===== src/csr_defines.svh =====
/*
 Offsets, field positions, reset values and fixed figures of the core special register file.
 Assumes inclusion by bare name; definitions only.
*/
`ifndef CSR_DEFINES_SVH
`define CSR_DEFINES_SVH

// Byte offsets of the APB register window
`define CSR_OFF_STACK_TOP_UPPER        12'h000
`define CSR_OFF_STACK_TOP_HIGH        12'h004
`define CSR_OFF_STACK_TOP_LOW        12'h008
`define CSR_OFF_STK         12'h00c
`define CSR_OFF_PC_LATCH_UPPER      12'h010
`define CSR_OFF_PC_LATCH_HIGH      12'h014
`define CSR_OFF_PCL         12'h018
`define CSR_OFF_TBLU        12'h01c
`define CSR_OFF_TBLH        12'h020
`define CSR_OFF_TBLL        12'h024
`define CSR_OFF_TABLE_READ_LATCH      12'h028
`define CSR_OFF_MULTIPLY_RESULT_HIGH       12'h02c
`define CSR_OFF_MULTIPLY_RESULT_LOW       12'h030
`define CSR_OFF_IRQ1        12'h034
`define CSR_OFF_IRQ2        12'h038
`define CSR_OFF_IRQ3        12'h03c
`define CSR_OFF_PTR0H       12'h040
`define CSR_OFF_PTR0L       12'h044
`define CSR_OFF_WORKING_ACCUMULATOR        12'h048
`define CSR_OFF_PTR1H       12'h04c
`define CSR_OFF_PTR1L       12'h050
`define CSR_OFF_IND_PLAIN   12'h054
`define CSR_OFF_IND_POSTINC 12'h058
`define CSR_OFF_IND_POSTDEC 12'h05c
`define CSR_OFF_IND_PREINC  12'h060
`define CSR_OFF_IND_OFFSET  12'h064
`define CSR_OFF_SER_ADDR    12'h068
`define CSR_OFF_SER_CTL2    12'h06c
`define CSR_OFF_PAR_HIGH    12'h070
`define CSR_OFF_PAR_LOW     12'h074
`define CSR_OFF_PAR_MODE    12'h078
`define CSR_OFF_PORTA_DIR   12'h07c
`define CSR_OFF_OSC_STAT    12'h080
`define CSR_OFF_IRQ_STAT    12'h084
`define CSR_OFF_IRQ_MASK    12'h088

// Field positions and codes
`define CSR_SER_MASK_CODE   4'h9
`define CSR_OSC_STARTUP_STATUS_BIT        3
`define CSR_PC_LATCH_UPPER_B21      5
`define CSR_STK_FULL_BIT    7
`define CSR_STK_UNF_BIT     6

// Reset values
`define CSR_RST_ZERO        8'h00
`define CSR_RST_IRQ2        8'hff
`define CSR_RST_IRQ3        8'hc0
`define CSR_RST_DIR         8'hff
`define CSR_RST_SER_ADDR    8'h00
`define CSR_RST_SER_MASK    8'hff

// Implemented-bit masks
`define CSR_MASK_TOS_U      8'h1f
`define CSR_MASK_STK        8'hdf
`define CSR_MASK_PTR_H      8'h0f
`define CSR_MASK_TBL_U      8'h3f
`define CSR_MASK_IRQ_EV     3'h7

`endif


===== src/csr_pkg.sv =====
/*
 Types of the core special register file.
 Assumes csr_defines.svh holds all numeric constants.
*/
package csr_pkg;
    // Data memory request toward the indirect-access path
    typedef struct packed {
        logic        req;
        logic        we;
        logic [11:0] addr;
        logic [7:0]  wdata;
    } csr_dmem_req_t;

    // Pointer update kind for an indirect access
    typedef enum logic [4:0] {
        CSR_IND_NONE    = 5'b00001,
        CSR_IND_PLAIN   = 5'b00010,
        CSR_IND_POSTINC = 5'b00100,
        CSR_IND_POSTDEC = 5'b01000,
        CSR_IND_PREINC  = 5'b10000
    } csr_ind_kind_t;

    // APB access phase state
    typedef enum logic [2:0] {
        CSR_ST_IDLE = 3'b001,
        CSR_ST_MEM  = 3'b010,
        CSR_ST_DONE = 3'b100
    } csr_state_t;
endpackage : csr_pkg


===== src/csr_core_regs.sv =====
/*
 Core special register file behind an APB slave: stack, PC latch, table pointer, product,
 working, interrupt control, two indirect pointers with their virtual access registers,
 mode-shared serial address/mask and parallel address/output registers, event interrupt.
 Assumes a data memory answering in the same cycle as dmem_o.req, and mode inputs in the same clock domain
 except the oscillator, package and two-speed straps, which are synchronised here.
*/
// The placing of the registers and the APB register port were decided locally.
`timescale 1ns/100ps
`include "csr_defines.svh"

module csr_core_regs
(
    input  wire logic                   clock_i,
    input  wire logic                   rstn_i,
    input  wire logic                   psel_i,
    input  wire logic                   penable_i,
    input  wire logic                   pwrite_i,
    input  wire logic [11:0]            paddr_i,
    input  wire logic [31:0]            pwdata_i,
    output logic      [31:0]            prdata_o,
    output logic                        pready_o,
    output logic                        pslverr_o,
    output csr_pkg::csr_dmem_req_t      dmem_o,
    input  wire logic [7:0]             dmem_rdata_i,
    input  wire logic                   par_master_i,
    input  wire logic                   ser_twowire_slave_i,
    input  wire logic                   serial_prog_i,
    input  wire logic                   two_speed_i,
    input  wire logic                   osc_on_porta_i,
    input  wire logic                   large_pkg_i,
    input  wire logic [2:0]             event_i,
    output logic                        irq_o,
    output logic [7:0]                  par_addr_high_o,
    output logic [7:0]                  par_addr_low_o
);
    csr_pkg::csr_state_t    state_q;
    csr_pkg::csr_ind_kind_t kind_q;
    logic [7:0]  stack_top_upper_q, stack_top_high_q, stack_top_low_q, stk_q, pc_latch_upper_q, pc_latch_high_q, pcl_q;
    logic [7:0]  tblu_q, tblh_q, tbll_q, table_read_latch_q, multiply_result_high_q, multiply_result_low_q;
    logic [7:0]  irq1_q, irq2_q, irq3_q, working_accumulator_q, ser_addr_q, ser_mask_q, ser_ctl2_q;
    logic [7:0]  par_h_q, par_l_q, dir_q, ist_q, imask_q;
    logic [11:0] ptr0_q, ptr1_q, ptr_sel, ptr_new;
    logic        osc_startup_status_q, ptr_sel1_q;
    logic [1:0]  osc_s_q, pkg_s_q, two_s_q;
    logic        rst_seen_q;
    logic        setup, wr, rd, ind_hit, ind_sel1;
    logic [11:0] off;
    logic [7:0]  wb, rbyte;
    logic        mapped;

    // Byte of a word and the offset within the window
    assign off   = paddr_i;
    assign wb    = pwdata_i[7:0];
    assign setup = psel_i && !penable_i;
    assign wr    = psel_i && penable_i && pwrite_i && state_q == csr_pkg::CSR_ST_DONE;
    assign rd    = psel_i && penable_i && !pwrite_i && state_q == csr_pkg::CSR_ST_DONE;

    // Indirect access decode
    assign ind_sel1 = (off == `CSR_OFF_IND_POSTDEC) || (off == `CSR_OFF_IND_PREINC);
    assign ind_hit  = (off == `CSR_OFF_IND_PLAIN) || (off == `CSR_OFF_IND_POSTINC) ||
                      ind_sel1 || (off == `CSR_OFF_IND_OFFSET);
    assign ptr_sel  = ind_sel1 ? ptr1_q : ptr0_q;

    // Pointer step by one, up or down, wrapping at the 12-bit field
    function automatic logic [11:0] csr_step(input logic [11:0] p, input logic up);
        csr_step = up ? p + 12'h001 : p - 12'h001;
    endfunction : csr_step

    // Data memory address for the decoded access
    always_comb
    begin
        ptr_new = ptr_sel;
        if (off == `CSR_OFF_IND_PREINC)
            ptr_new = csr_step(ptr_sel, 1'b1);
        else if (off == `CSR_OFF_IND_OFFSET)
            ptr_new = ptr_sel + {4'h0, working_accumulator_q};
    end

    // Two-flop synchronisers for straps, running through reset so they are settled at release
    always_ff @(posedge clock_i)
    begin
        osc_s_q <= {osc_s_q[0], osc_on_porta_i};
        pkg_s_q <= {pkg_s_q[0], large_pkg_i};
        two_s_q <= {two_s_q[0], two_speed_i};
    end

    // Access sequencer: indirect accesses wait one cycle for data memory
    always_ff @(posedge clock_i)
    begin
        if (!rstn_i)
        begin
            state_q    <= csr_pkg::CSR_ST_IDLE;
            kind_q     <= csr_pkg::CSR_IND_NONE;
            ptr_sel1_q <= 1'b0;
            dmem_o     <= '0;
            pready_o   <= 1'b0;
        end
        else
        begin
            dmem_o.req <= 1'b0;
            pready_o   <= 1'b0;
            case (state_q)
                csr_pkg::CSR_ST_IDLE:
                begin
                    if (setup && ind_hit)
                    begin
                        dmem_o.req   <= 1'b1;
                        dmem_o.we    <= pwrite_i;
                        dmem_o.addr  <= ptr_new;
                        dmem_o.wdata <= wb;
                        ptr_sel1_q   <= ind_sel1;
                        state_q      <= csr_pkg::CSR_ST_MEM;
                    end
                    else if (setup)
                    begin
                        pready_o <= 1'b1;
                        state_q  <= csr_pkg::CSR_ST_DONE;
                    end
                end
                csr_pkg::CSR_ST_MEM:
                begin
                    pready_o <= 1'b1;
                    state_q  <= csr_pkg::CSR_ST_DONE;
                end
                csr_pkg::CSR_ST_DONE:
                    state_q <= csr_pkg::CSR_ST_IDLE;
                default:
                    state_q <= csr_pkg::CSR_ST_IDLE;
            endcase
        end
    end

    // Pointers: software writes and access side effects
    always_ff @(posedge clock_i)
    begin
        if (!rstn_i)
        begin
            ptr0_q <= 12'h000;
            ptr1_q <= 12'h000;
        end
        else if (wr || rd)
        begin
            // Pointer bytes change on writes only; indirect side effects on both directions
            case (off)
                `CSR_OFF_PTR0H: if (wr) ptr0_q[11:8] <= wb[3:0];
                `CSR_OFF_PTR0L: if (wr) ptr0_q[7:0]  <= wb;
                `CSR_OFF_PTR1H: if (wr) ptr1_q[11:8] <= wb[3:0];
                `CSR_OFF_PTR1L: if (wr) ptr1_q[7:0]  <= wb;
                `CSR_OFF_IND_POSTINC: ptr0_q <= csr_step(ptr0_q, 1'b1);
                `CSR_OFF_IND_POSTDEC: ptr1_q <= csr_step(ptr1_q, 1'b0);
                `CSR_OFF_IND_PREINC:  ptr1_q <= csr_step(ptr1_q, 1'b1);
                default: ;
            endcase
        end
    end

    // Core registers written by software
    always_ff @(posedge clock_i)
    begin
        if (!rstn_i)
        begin
            stack_top_upper_q <= `CSR_RST_ZERO; stack_top_high_q <= `CSR_RST_ZERO; stack_top_low_q <= `CSR_RST_ZERO;
            stk_q <= `CSR_RST_ZERO; pc_latch_upper_q <= `CSR_RST_ZERO; pc_latch_high_q <= `CSR_RST_ZERO;
            pcl_q <= `CSR_RST_ZERO; tblu_q <= `CSR_RST_ZERO; tblh_q <= `CSR_RST_ZERO;
            tbll_q <= `CSR_RST_ZERO; table_read_latch_q <= `CSR_RST_ZERO; multiply_result_high_q <= `CSR_RST_ZERO;
            multiply_result_low_q <= `CSR_RST_ZERO; irq1_q <= `CSR_RST_ZERO; irq2_q <= `CSR_RST_IRQ2;
            irq3_q <= `CSR_RST_IRQ3; working_accumulator_q <= `CSR_RST_ZERO; ser_ctl2_q <= `CSR_RST_ZERO;
            imask_q <= `CSR_RST_ZERO;
        end
        else if (wr)
        begin
            case (off)
                `CSR_OFF_STACK_TOP_UPPER:     stack_top_upper_q   <= wb & `CSR_MASK_TOS_U;
                `CSR_OFF_STACK_TOP_HIGH:     stack_top_high_q   <= wb;
                `CSR_OFF_STACK_TOP_LOW:     stack_top_low_q   <= wb;
                `CSR_OFF_STK:      stk_q    <= wb & `CSR_MASK_STK;
                // bit 21 only in programming mode
                `CSR_OFF_PC_LATCH_UPPER:   pc_latch_upper_q <= wb & (serial_prog_i ? 8'h3f : 8'h1f);
                `CSR_OFF_PC_LATCH_HIGH:   pc_latch_high_q <= wb;
                `CSR_OFF_PCL:      pcl_q    <= wb;
                `CSR_OFF_TBLU:     tblu_q   <= wb & `CSR_MASK_TBL_U;
                `CSR_OFF_TBLH:     tblh_q   <= wb;
                `CSR_OFF_TBLL:     tbll_q   <= wb;
                `CSR_OFF_TABLE_READ_LATCH:   table_read_latch_q <= wb;
                `CSR_OFF_MULTIPLY_RESULT_HIGH:    multiply_result_high_q  <= wb;
                `CSR_OFF_MULTIPLY_RESULT_LOW:    multiply_result_low_q  <= wb;
                `CSR_OFF_IRQ1:     irq1_q   <= wb;
                `CSR_OFF_IRQ2:     irq2_q   <= wb;
                `CSR_OFF_IRQ3:     irq3_q   <= wb;
                `CSR_OFF_WORKING_ACCUMULATOR:     working_accumulator_q   <= wb;
                // bits keep storage, meaning follows mode
                `CSR_OFF_SER_CTL2: ser_ctl2_q <= wb;
                `CSR_OFF_IRQ_MASK: imask_q  <= wb & {5'h00, `CSR_MASK_IRQ_EV};
                default: ;
            endcase
        end
    end

    // Serial address and mask behind one offset
    always_ff @(posedge clock_i)
    begin
        if (!rstn_i)
        begin
            ser_addr_q <= `CSR_RST_SER_ADDR;
            ser_mask_q <= `CSR_RST_SER_MASK;
        end
        else if (wr && off == `CSR_OFF_SER_ADDR)
        begin
            if (ser_ctl2_q[3:0] == `CSR_SER_MASK_CODE)
                ser_mask_q <= wb;
            else
                ser_addr_q <= wb;
        end
    end

    // Parallel port shared pair, one storage for both functions
    always_ff @(posedge clock_i)
    begin
        if (!rstn_i)
        begin
            par_h_q <= `CSR_RST_ZERO;
            par_l_q <= `CSR_RST_ZERO;
            par_addr_high_o <= `CSR_RST_ZERO;
            par_addr_low_o  <= `CSR_RST_ZERO;
        end
        else
        begin
            // one pair, one address for both
            if (wr && off == `CSR_OFF_PAR_HIGH && pkg_s_q[1])
                par_h_q <= wb;
            if (wr && off == `CSR_OFF_PAR_LOW && pkg_s_q[1])
                par_l_q <= wb;
            // drives address pins only in master modes
            par_addr_high_o <= par_master_i ? par_h_q : `CSR_RST_ZERO;
            par_addr_low_o  <= par_master_i ? par_l_q : `CSR_RST_ZERO;
        end
    end

    // Port A direction and oscillator status
    always_ff @(posedge clock_i)
    begin
        if (!rstn_i)
        begin
            dir_q      <= `CSR_RST_DIR;
            osc_startup_status_q     <= 1'b0;
            rst_seen_q <= 1'b0;
        end
        else
        begin
            rst_seen_q <= 1'b1;
            // start-up status from strap after release
            if (!rst_seen_q)
                osc_startup_status_q <= !two_s_q[1];
            else if (two_s_q[1])
                osc_startup_status_q <= 1'b1;
            if (wr && off == `CSR_OFF_PORTA_DIR)
                dir_q <= wb;
        end
    end

    // Sticky event bits, set wins over read clear
    always_ff @(posedge clock_i)
    begin
        if (!rstn_i)
        begin
            ist_q <= `CSR_RST_ZERO;
            irq_o <= 1'b0;
        end
        else
        begin
            ist_q <= ((rd && off == `CSR_OFF_IRQ_STAT) ? 8'h00 : ist_q) | {5'h00, event_i};
            irq_o <= |(ist_q & imask_q);
        end
    end

    // Read mux
    always_comb
    begin
        mapped = 1'b1;
        rbyte  = 8'h00;
        case (off)
            `CSR_OFF_STACK_TOP_UPPER:   rbyte = stack_top_upper_q;
            `CSR_OFF_STACK_TOP_HIGH:   rbyte = stack_top_high_q;
            `CSR_OFF_STACK_TOP_LOW:   rbyte = stack_top_low_q;
            `CSR_OFF_STK:    rbyte = stk_q;
            // hide bit 21 outside programming mode
            `CSR_OFF_PC_LATCH_UPPER: rbyte = pc_latch_upper_q & (serial_prog_i ? 8'h3f : 8'h1f);
            `CSR_OFF_PC_LATCH_HIGH: rbyte = pc_latch_high_q;
            `CSR_OFF_PCL:    rbyte = pcl_q;
            `CSR_OFF_TBLU:   rbyte = tblu_q;
            `CSR_OFF_TBLH:   rbyte = tblh_q;
            `CSR_OFF_TBLL:   rbyte = tbll_q;
            `CSR_OFF_TABLE_READ_LATCH: rbyte = table_read_latch_q;
            `CSR_OFF_MULTIPLY_RESULT_HIGH:  rbyte = multiply_result_high_q;
            `CSR_OFF_MULTIPLY_RESULT_LOW:  rbyte = multiply_result_low_q;
            `CSR_OFF_IRQ1:   rbyte = irq1_q;
            `CSR_OFF_IRQ2:   rbyte = irq2_q;
            `CSR_OFF_IRQ3:   rbyte = irq3_q;
            `CSR_OFF_PTR0H:  rbyte = {4'h0, ptr0_q[11:8]};
            `CSR_OFF_PTR0L:  rbyte = ptr0_q[7:0];
            `CSR_OFF_WORKING_ACCUMULATOR:   rbyte = working_accumulator_q;
            `CSR_OFF_PTR1H:  rbyte = {4'h0, ptr1_q[11:8]};
            `CSR_OFF_PTR1L:  rbyte = ptr1_q[7:0];
            `CSR_OFF_IND_PLAIN, `CSR_OFF_IND_POSTINC, `CSR_OFF_IND_POSTDEC,
            `CSR_OFF_IND_PREINC, `CSR_OFF_IND_OFFSET: rbyte = dmem_rdata_i;
            `CSR_OFF_SER_ADDR:
                rbyte = (ser_ctl2_q[3:0] == `CSR_SER_MASK_CODE) ? ser_mask_q : ser_addr_q;
            `CSR_OFF_SER_CTL2: rbyte = ser_ctl2_q;
            `CSR_OFF_PAR_HIGH: rbyte = pkg_s_q[1] ? par_h_q : 8'h00;
            `CSR_OFF_PAR_LOW:  rbyte = pkg_s_q[1] ? par_l_q : 8'h00;
            `CSR_OFF_PAR_MODE: rbyte = {6'h00, ser_twowire_slave_i, par_master_i};
            // bits 6 and 7 absent under oscillator use
            `CSR_OFF_PORTA_DIR: rbyte = osc_s_q[1] ? (dir_q & 8'h3f) : dir_q;
            `CSR_OFF_OSC_STAT: rbyte = {4'h0, osc_startup_status_q, 3'h0};
            `CSR_OFF_IRQ_STAT: rbyte = ist_q;
            `CSR_OFF_IRQ_MASK: rbyte = imask_q;
            default: mapped = 1'b0;
        endcase
    end

    // Registered read data and error answer
    always_ff @(posedge clock_i)
    begin
        if (!rstn_i)
        begin
            prdata_o  <= 32'h0000_0000;
            pslverr_o <= 1'b0;
        end
        else
        begin
            prdata_o  <= {24'h000000, rbyte};
            pslverr_o <= (setup || state_q == csr_pkg::CSR_ST_MEM) && !mapped;
        end
    end

    AST_MASK_SEL: assert property (@(posedge clock_i) disable iff (!rstn_i)
        (wr && off == `CSR_OFF_SER_ADDR && ser_ctl2_q[3:0] == `CSR_SER_MASK_CODE)
        |=> ser_mask_q == $past(wb))
        else $error("mask not written at code 1001");
    AST_ADDR_SEL: assert property (@(posedge clock_i) disable iff (!rstn_i)
        (wr && off == `CSR_OFF_SER_ADDR && ser_ctl2_q[3:0] != `CSR_SER_MASK_CODE)
        |=> ser_addr_q == $past(wb) && $stable(ser_mask_q))
        else $error("serial address write wrong target");
    AST_POSTDEC: assert property (@(posedge clock_i) disable iff (!rstn_i)
        (rd && off == `CSR_OFF_IND_POSTDEC) |=> ptr1_q == $past(ptr1_q) - 12'h001)
        else $error("post-decrement wrong");
    AST_PREINC_ADDR: assert property (@(posedge clock_i) disable iff (!rstn_i)
        (state_q == csr_pkg::CSR_ST_IDLE && setup && off == `CSR_OFF_IND_PREINC)
        |=> dmem_o.addr == $past(ptr1_q) + 12'h001)
        else $error("pre-increment address wrong");
    AST_PLAIN_KEEP: assert property (@(posedge clock_i) disable iff (!rstn_i)
        ((wr || rd) && off == `CSR_OFF_IND_PLAIN) |=> $stable(ptr0_q))
        else $error("plain access moved pointer");
    AST_IND_READ: assert property (@(posedge clock_i) disable iff (!rstn_i)
        (state_q == csr_pkg::CSR_ST_IDLE && setup && ind_hit) |=> dmem_o.req ##1 pready_o)
        else $error("indirect access missed memory");
    AST_PAR_ONE: assert property (@(posedge clock_i) disable iff (!rstn_i)
        (wr && off == `CSR_OFF_PAR_HIGH && pkg_s_q[1]) |=> par_h_q == $past(wb))
        else $error("parallel pair not written");
    AST_B21: assert property (@(posedge clock_i) disable iff (!rstn_i)
        (!serial_prog_i && rd && off == `CSR_OFF_PC_LATCH_UPPER) |-> rbyte[`CSR_PC_LATCH_UPPER_B21] == 1'b0)
        else $error("bit 21 visible");
    AST_DIR67: assert property (@(posedge clock_i) disable iff (!rstn_i)
        (osc_s_q[1] && off == `CSR_OFF_PORTA_DIR) |-> rbyte[7:6] == 2'b00)
        else $error("direction bits under oscillator");
endmodule : csr_core_regs


===== config.mk =====
export PLATFORM = sky130hd
export DESIGN_NAME = csr_core_regs
export DESIGN_NICKNAME = d
export VERILOG_FILES = /design/src/csr_pkg.sv /design/src/csr_core_regs.sv
export VERILOG_INCLUDE_DIRS = /design/src
export SDC_FILE = /design/constraint.sdc
export NUM_CORES = 1
export LEC_CHECK = 0
export CELL_PAD_IN_SITES_DETAIL_PLACEMENT = 2
export CELL_PAD_IN_SITES_GLOBAL_PLACEMENT = 2
export CORE_ASPECT_RATIO = 2
export CORE_UTILIZATION = 40
export CTS_CLUSTER_DIAMETER = 50
export CTS_CLUSTER_SIZE = 10
export DETAILED_ROUTE_END_ITERATION = 12
export DONT_BUFFER_PORTS = 1
export PLACE_DENSITY = 0.79
export SLEW_MARGIN = 20
export SYNTH_ARGS = -nofsm -noshare
export SYNTH_HDL_FRONTEND = slang
export SYNTH_SLANG_ARGS = --single-unit

===== constraint.sdc =====
create_clock -name clock_i -period 6.1 [get_ports clock_i]
set_clock_uncertainty 0.05 [all_clocks]
set_input_delay 1.22 -clock clock_i [delete_from_list [all_inputs] [get_ports clock_i]]
set_output_delay 1.22 -clock clock_i [all_outputs]
set_load 0.03 [all_outputs]

# Word-level counts from Yosys, hierarchy flattened
# Cells that the tools add are included.
# Widths: inputs -> output; s select.
[word_totals] in_bits=66 output_inout_bits=73 wordCells=188 ff_bits=297
[op_classes] bitwise_logic=5 eq_ne=44 n_mux=27 n_reduce_logical=61 addsub=5
[op_table] cell="$pmux 8 s31" count=1
[op_table] cell="$eq 12x7->1 const B" count=16
[op_table] cell="$eq 12x6->1 const B" count=8
[op_table] cell="$eq 12x5->1 const B" count=4
[op_table] cell="$mux 8" count=6
[op_table] cell="$reduce_and 2->1" count=24
[op_table] cell="$add 12x1->12 const B" count=3
[op_table] cell="$eq 12x8->1 const B" count=3
[op_table] cell="$mux 12" count=3
[op_table] cell="$reduce_or 35->1" count=1
[op_table] cell="$eq 12x4->1 const B" count=2
[op_table] cell="$pmux 8 s3" count=1
[op_table] cell="$mux 22" count=1
[op_table] cell="$pmux 8 s2" count=1
[op_table] cell="$logic_and 1x1->1" count=15
[op_table] cell="$add 12x8->12" count=1
[op_table] cell="$eq 12x3->1 const B" count=1
[op_table] cell="$logic_not 12->1" count=1
[op_table] cell="$pmux 4 s3" count=1
[op_table] cell="$reduce_and 3->1" count=4
[op_table] cell="$sub 12x1->12 const B" count=1
[op_table] cell="$ne 2x2->1 const B" count=5
[op_table] cell="$and 8x3->8" count=1
[op_table] cell="$and 8x6->8" count=1
[op_table] cell="21 further kinds" count=37

# Depth between registers and ports, before layout
[logic_depth] ltp_word=7 ltp_mapped=15 mapped_depth_nobuf=13

# Worst setup path before layout
# No wires, ideal clock.
[synth_path] path_kind="input to register" startpoint="input paddr_i[1]" endpoint="register dmem_o[18] (netlist bit)" arrival_time_ns=4.551 path_stages=14 path_buffers=1 setup_ns=0.122 required_time_ns=5.928 slack_ns=1.377 path_cell_list="or3_1 -> buf_2 -> nor3_2 -> o21ai_2 -> mux2_2 -> ha_1 -> fa_1 -> a211oi_1 -> o21bai_1 -> a21o_1 -> a211oi_1 -> o21ai_0 -> and3_1 -> a311o_1"
[synth_via] elab_chain_len=6
[synth_lines] item="start, declared" line="csr_core_regs.sv:19" rtl="input wire logic [11:0] paddr_i,"
[synth_lines] item="$eq 12x7->1"
[synth_lines] item="$logic_or 1x1->1 (on tied branches)" line="csr_core_regs.sv:60, csr_core_regs.sv:61"
[synth_lines] item="$mux 12 / $logic_or 1x1->1 (equally long branches)" line="csr_core_regs.sv:63, csr_core_regs.sv:61"
[synth_lines] item="$add 12x8->12 / $logic_or 1x1->1 (equally long branches)" line="csr_core_regs.sv:77, csr_core_regs.sv:61"
[synth_lines] item="$mux 12 / $logic_and 1x1->1 (equally long branches)" line="csr_core_regs.sv:76, csr_core_regs.sv:106"
[synth_lines] item="$mux 12 / $reduce_and 2->1 (equally long branches)"
[synth_lines] item="end, declared" line="csr_core_regs.sv:24" rtl="output csr_pkg::csr_dmem_req_t dmem_o,"
# Several ways; a longest one is shown, not always the timed one.
# A chain may end at the register's enable or synchronous reset.

# Worst setup path in the final report
# Same ends and word-level chain as after synthesis.

==> impl_results.md <==
- Status: completed
- FILL cells: 3549
- CTS Sinks: 266
- Worst EP required: 6500 ps
- Antenna Nets Post-Route: 0
- Worst hold start: pkg_s_q[0]$_DFF_P_
- Final period utilization: 78.5%
- Post-synthesis sequential area ratio: 40.0%
- Post-CTS Setup Inserts: 0
- DRT Pass-1 Iters: 7
- Die footprint: 34100 µm²
- Slowest cell on crit path: or3_1
- Antenna Diode Count: 0
- Post-synth EDFFs: 0
- CTS root buf: clkbuf_16
- Flop and latch count out of synthesis: 266
- First-pass GRT wire length: 83.7 mm
- Worst setup EP type: register
- Crit-path max FO: 6
- Commonest cells after routing, fill and taps aside: dfxtp_1, mux2i_1, nand2_1, nor2b_1, nor2_1
- Regs by FF count: dmem_o: 22 flops, ptr0_q: 12 flops, ptr1_q: 12 flops
- Max_cap viols: 0
- Crit-path most repeated cell: a211oi_1
- HPWL after DPL: 40.2 mm
- RSZ-0062 raised after global routing: false
- CORE AREA: 32800 µm²
- Site Rows: 94
- Final setup viols: 0
- GRT Overall Usage: 34.1%
- Final design utilization: 43.9%
- I/O pin count: 139
- Max IR drop VDD: 227 µV
- Slew headroom: 12.2%
- WP buf/inv: 0
- Largest net degree at the start of global routing: 216
- Most common cell after layout, fill and taps aside: dfxtp_1
- Synth cell types: 85
- WL final: 57.4 mm
- Pre-CTS setup slack: 795 ps
- Layout cell share with drive strength beyond 1: 8.08%
- Number of CTS-inserted buffers: 30
- H-tree lvl count: 1
- CP startpoint: paddr_i[1]
- Die H: 260 µm
- CTS tree: done
- Vias in the first global route: 13000
- Clk buf depth: 3
- Reg clk slew, reported paths: 50 ps
- Initial DRC count: 699
- Syn. warnings: 0
- Slew @ Worst Pin: 1320 ps
- Startpoint types: input port
- Syn avg cell area: 8.94 µm²
- Hold_buf cts: 0
- Post_cts resized: 0
- Final min period: 4790 ps
- Worst path cell trace: or3_1 > nor3_2 > o21ai_2 > mux2_2 > ha_1 > fa_1 > a211oi_1 > o21bai_1 > a21o_1 > a211oi_1 > o21ai_0 > and3_1 > a311o_1
- Predominant post-synthesis flop cell: dfxtp_1
- DRC Markers: 0
- CP top delay family: compound AO/OA/AOI/OAI gates
- Leak: 0.00489 µW
- WS Path Type: in -> reg
- Mapped cell area: 13300 µm²
- GRT Residual Overflow: 0
- IO buf count: 0
- Initial Util: 40.6%
- PwrDens: 240 nW/µm²
- Fin worst setup slack: 1310 ps
- Crit Reg-Reg Startpoint: ptr1_q[0]$_SDFFE_PN0P_
- Final Max Slew Viols: 0
- Vias per cell: 6.33
- F_max: 209 MHz
- Worst skew pair latency: 590 ps
- Routability cong.: 0.917
- Drt wl/cell: 30.5 µm
- FFs w/ async S/R, synth: 0%
- NumNets Final: 1526
- Final Hold Vio Count: 0
- Initial antenna violation count: 0
- Setup TNS Final: 0 ps
- Via Count: 11900
- Slowest stage delay, CP: 550 ps
- P&R area growth vs syn: 8.13%
- WP data arrival: 5190 ps
- Post-Synthesis Cells: 1490
- Largest register FFs: 22
- Largest Register: dmem_o
- Min-delay worst type: reg -> reg
- Die W: 131 µm
## per-stage QoR
step	cells	area (µm²)	hold slack [ps]	total power (µW)
after CTS	1880	14400	277	3480
after global placement	1846	13600	260	1860
after global routing	1880	14400	287	3530
final	1880	14400	278	3450
after detailed placement	1846	13600	263	1860
after floorplan	1513	13400	260	1900
## worst reg2reg max path: stages, from the launching register on
cell	delay [ps]
dfxtp_1	460
mux2_2	370
ha_1	230
fa_1	440
a211oi_1	350
o21bai_1	170
a21o_1	230
a211oi_1	290
o21ai_0	230
and3_1	230
a311o_1	320
## cells in the mapped netlist (6+ instances only)
cell	instances	area, µm²
dfxtp_1	266	5330
mux2i_1	163	1630
nand2_1	150	563
nor2b_1	126	788
nor2_1	95	357
clkbuf_1	82	308
nand3_1	66	330
a22oi_1	65	488
a21oi_1	58	290
o21ai_0	39	195
and3_1	33	206
buf_4	26	195
a22o_1	19	166
nor3_1	19	95.1
a21boi_0	16	120
inv_1	15	56.3
ha_1	13	163
nand4_1	13	81.3
a31oi_1	12	75.1
buf_1	11	41.3
nor3_2	11	110
nor4_1	11	68.8
a221oi_1	10	87.6
a211oi_1	9	67.6
buf_2	9	45.0
nor3_4	8	130
a222oi_1	7	70.1
nand2b_1	7	43.8
mux2_2	6	67.6
o211ai_1	6	45.0
## cell type report
type | instances | area (µm²) | share of cell area (%)
Inverter | 17 | 63.8 | 0.443
Tap cell | 432 | 541 | 3.75
Clock buffer | 34 | 797 | 5.54
Sequential cell | 266 | 5330 | 37.0
Timing Repair Buffer | 31 | 233 | 1.62
Multi-Input combinational cell | 1100 | 7440 | 51.7
## report_power, final
group	internal, µW	switching [µW]	total (µW)	leakage (µW)
combinational	28.8	48.9	77.7	0.00235
clock	899	724	1620	0.000392
sequential	1740	7.02	1750	0.00215
total	2670	780	3450	0.00489
## metal layers
layer / part of all wire, % / track usage (%)
met5: 0 / 0
met1: 36 / 34.3
met2: 51 / 60.7
met4: 9.1 / 27.0
met3: 4.2 / 5.80
## cell families after synthesis
logic type,after synthesis,synth area share (%)
simple gates,583,24.0
compound gates,301,16.2
fa+ha+maj,15,1.45
buf+inv,147,5.07
other cells,1,0.0282
mux,169,12.8
flops,266,40.0
xor+xnor,8,0.526
## final timing paths
path / end / slack (ps) / cells after the start
max: dmem_o[18]$_SDFFE_PN0P_ / 1310 / 13
max reg2reg: dmem_o[18]$_SDFFE_PN0P_ / 2600 / 10
min reg2reg: pkg_s_q[1]$_DFF_P_ / 280 / 0
min: pkg_s_q[1]$_DFF_P_ / 280 / 0
No activity file was read; power rests on OpenSTA's default activity.
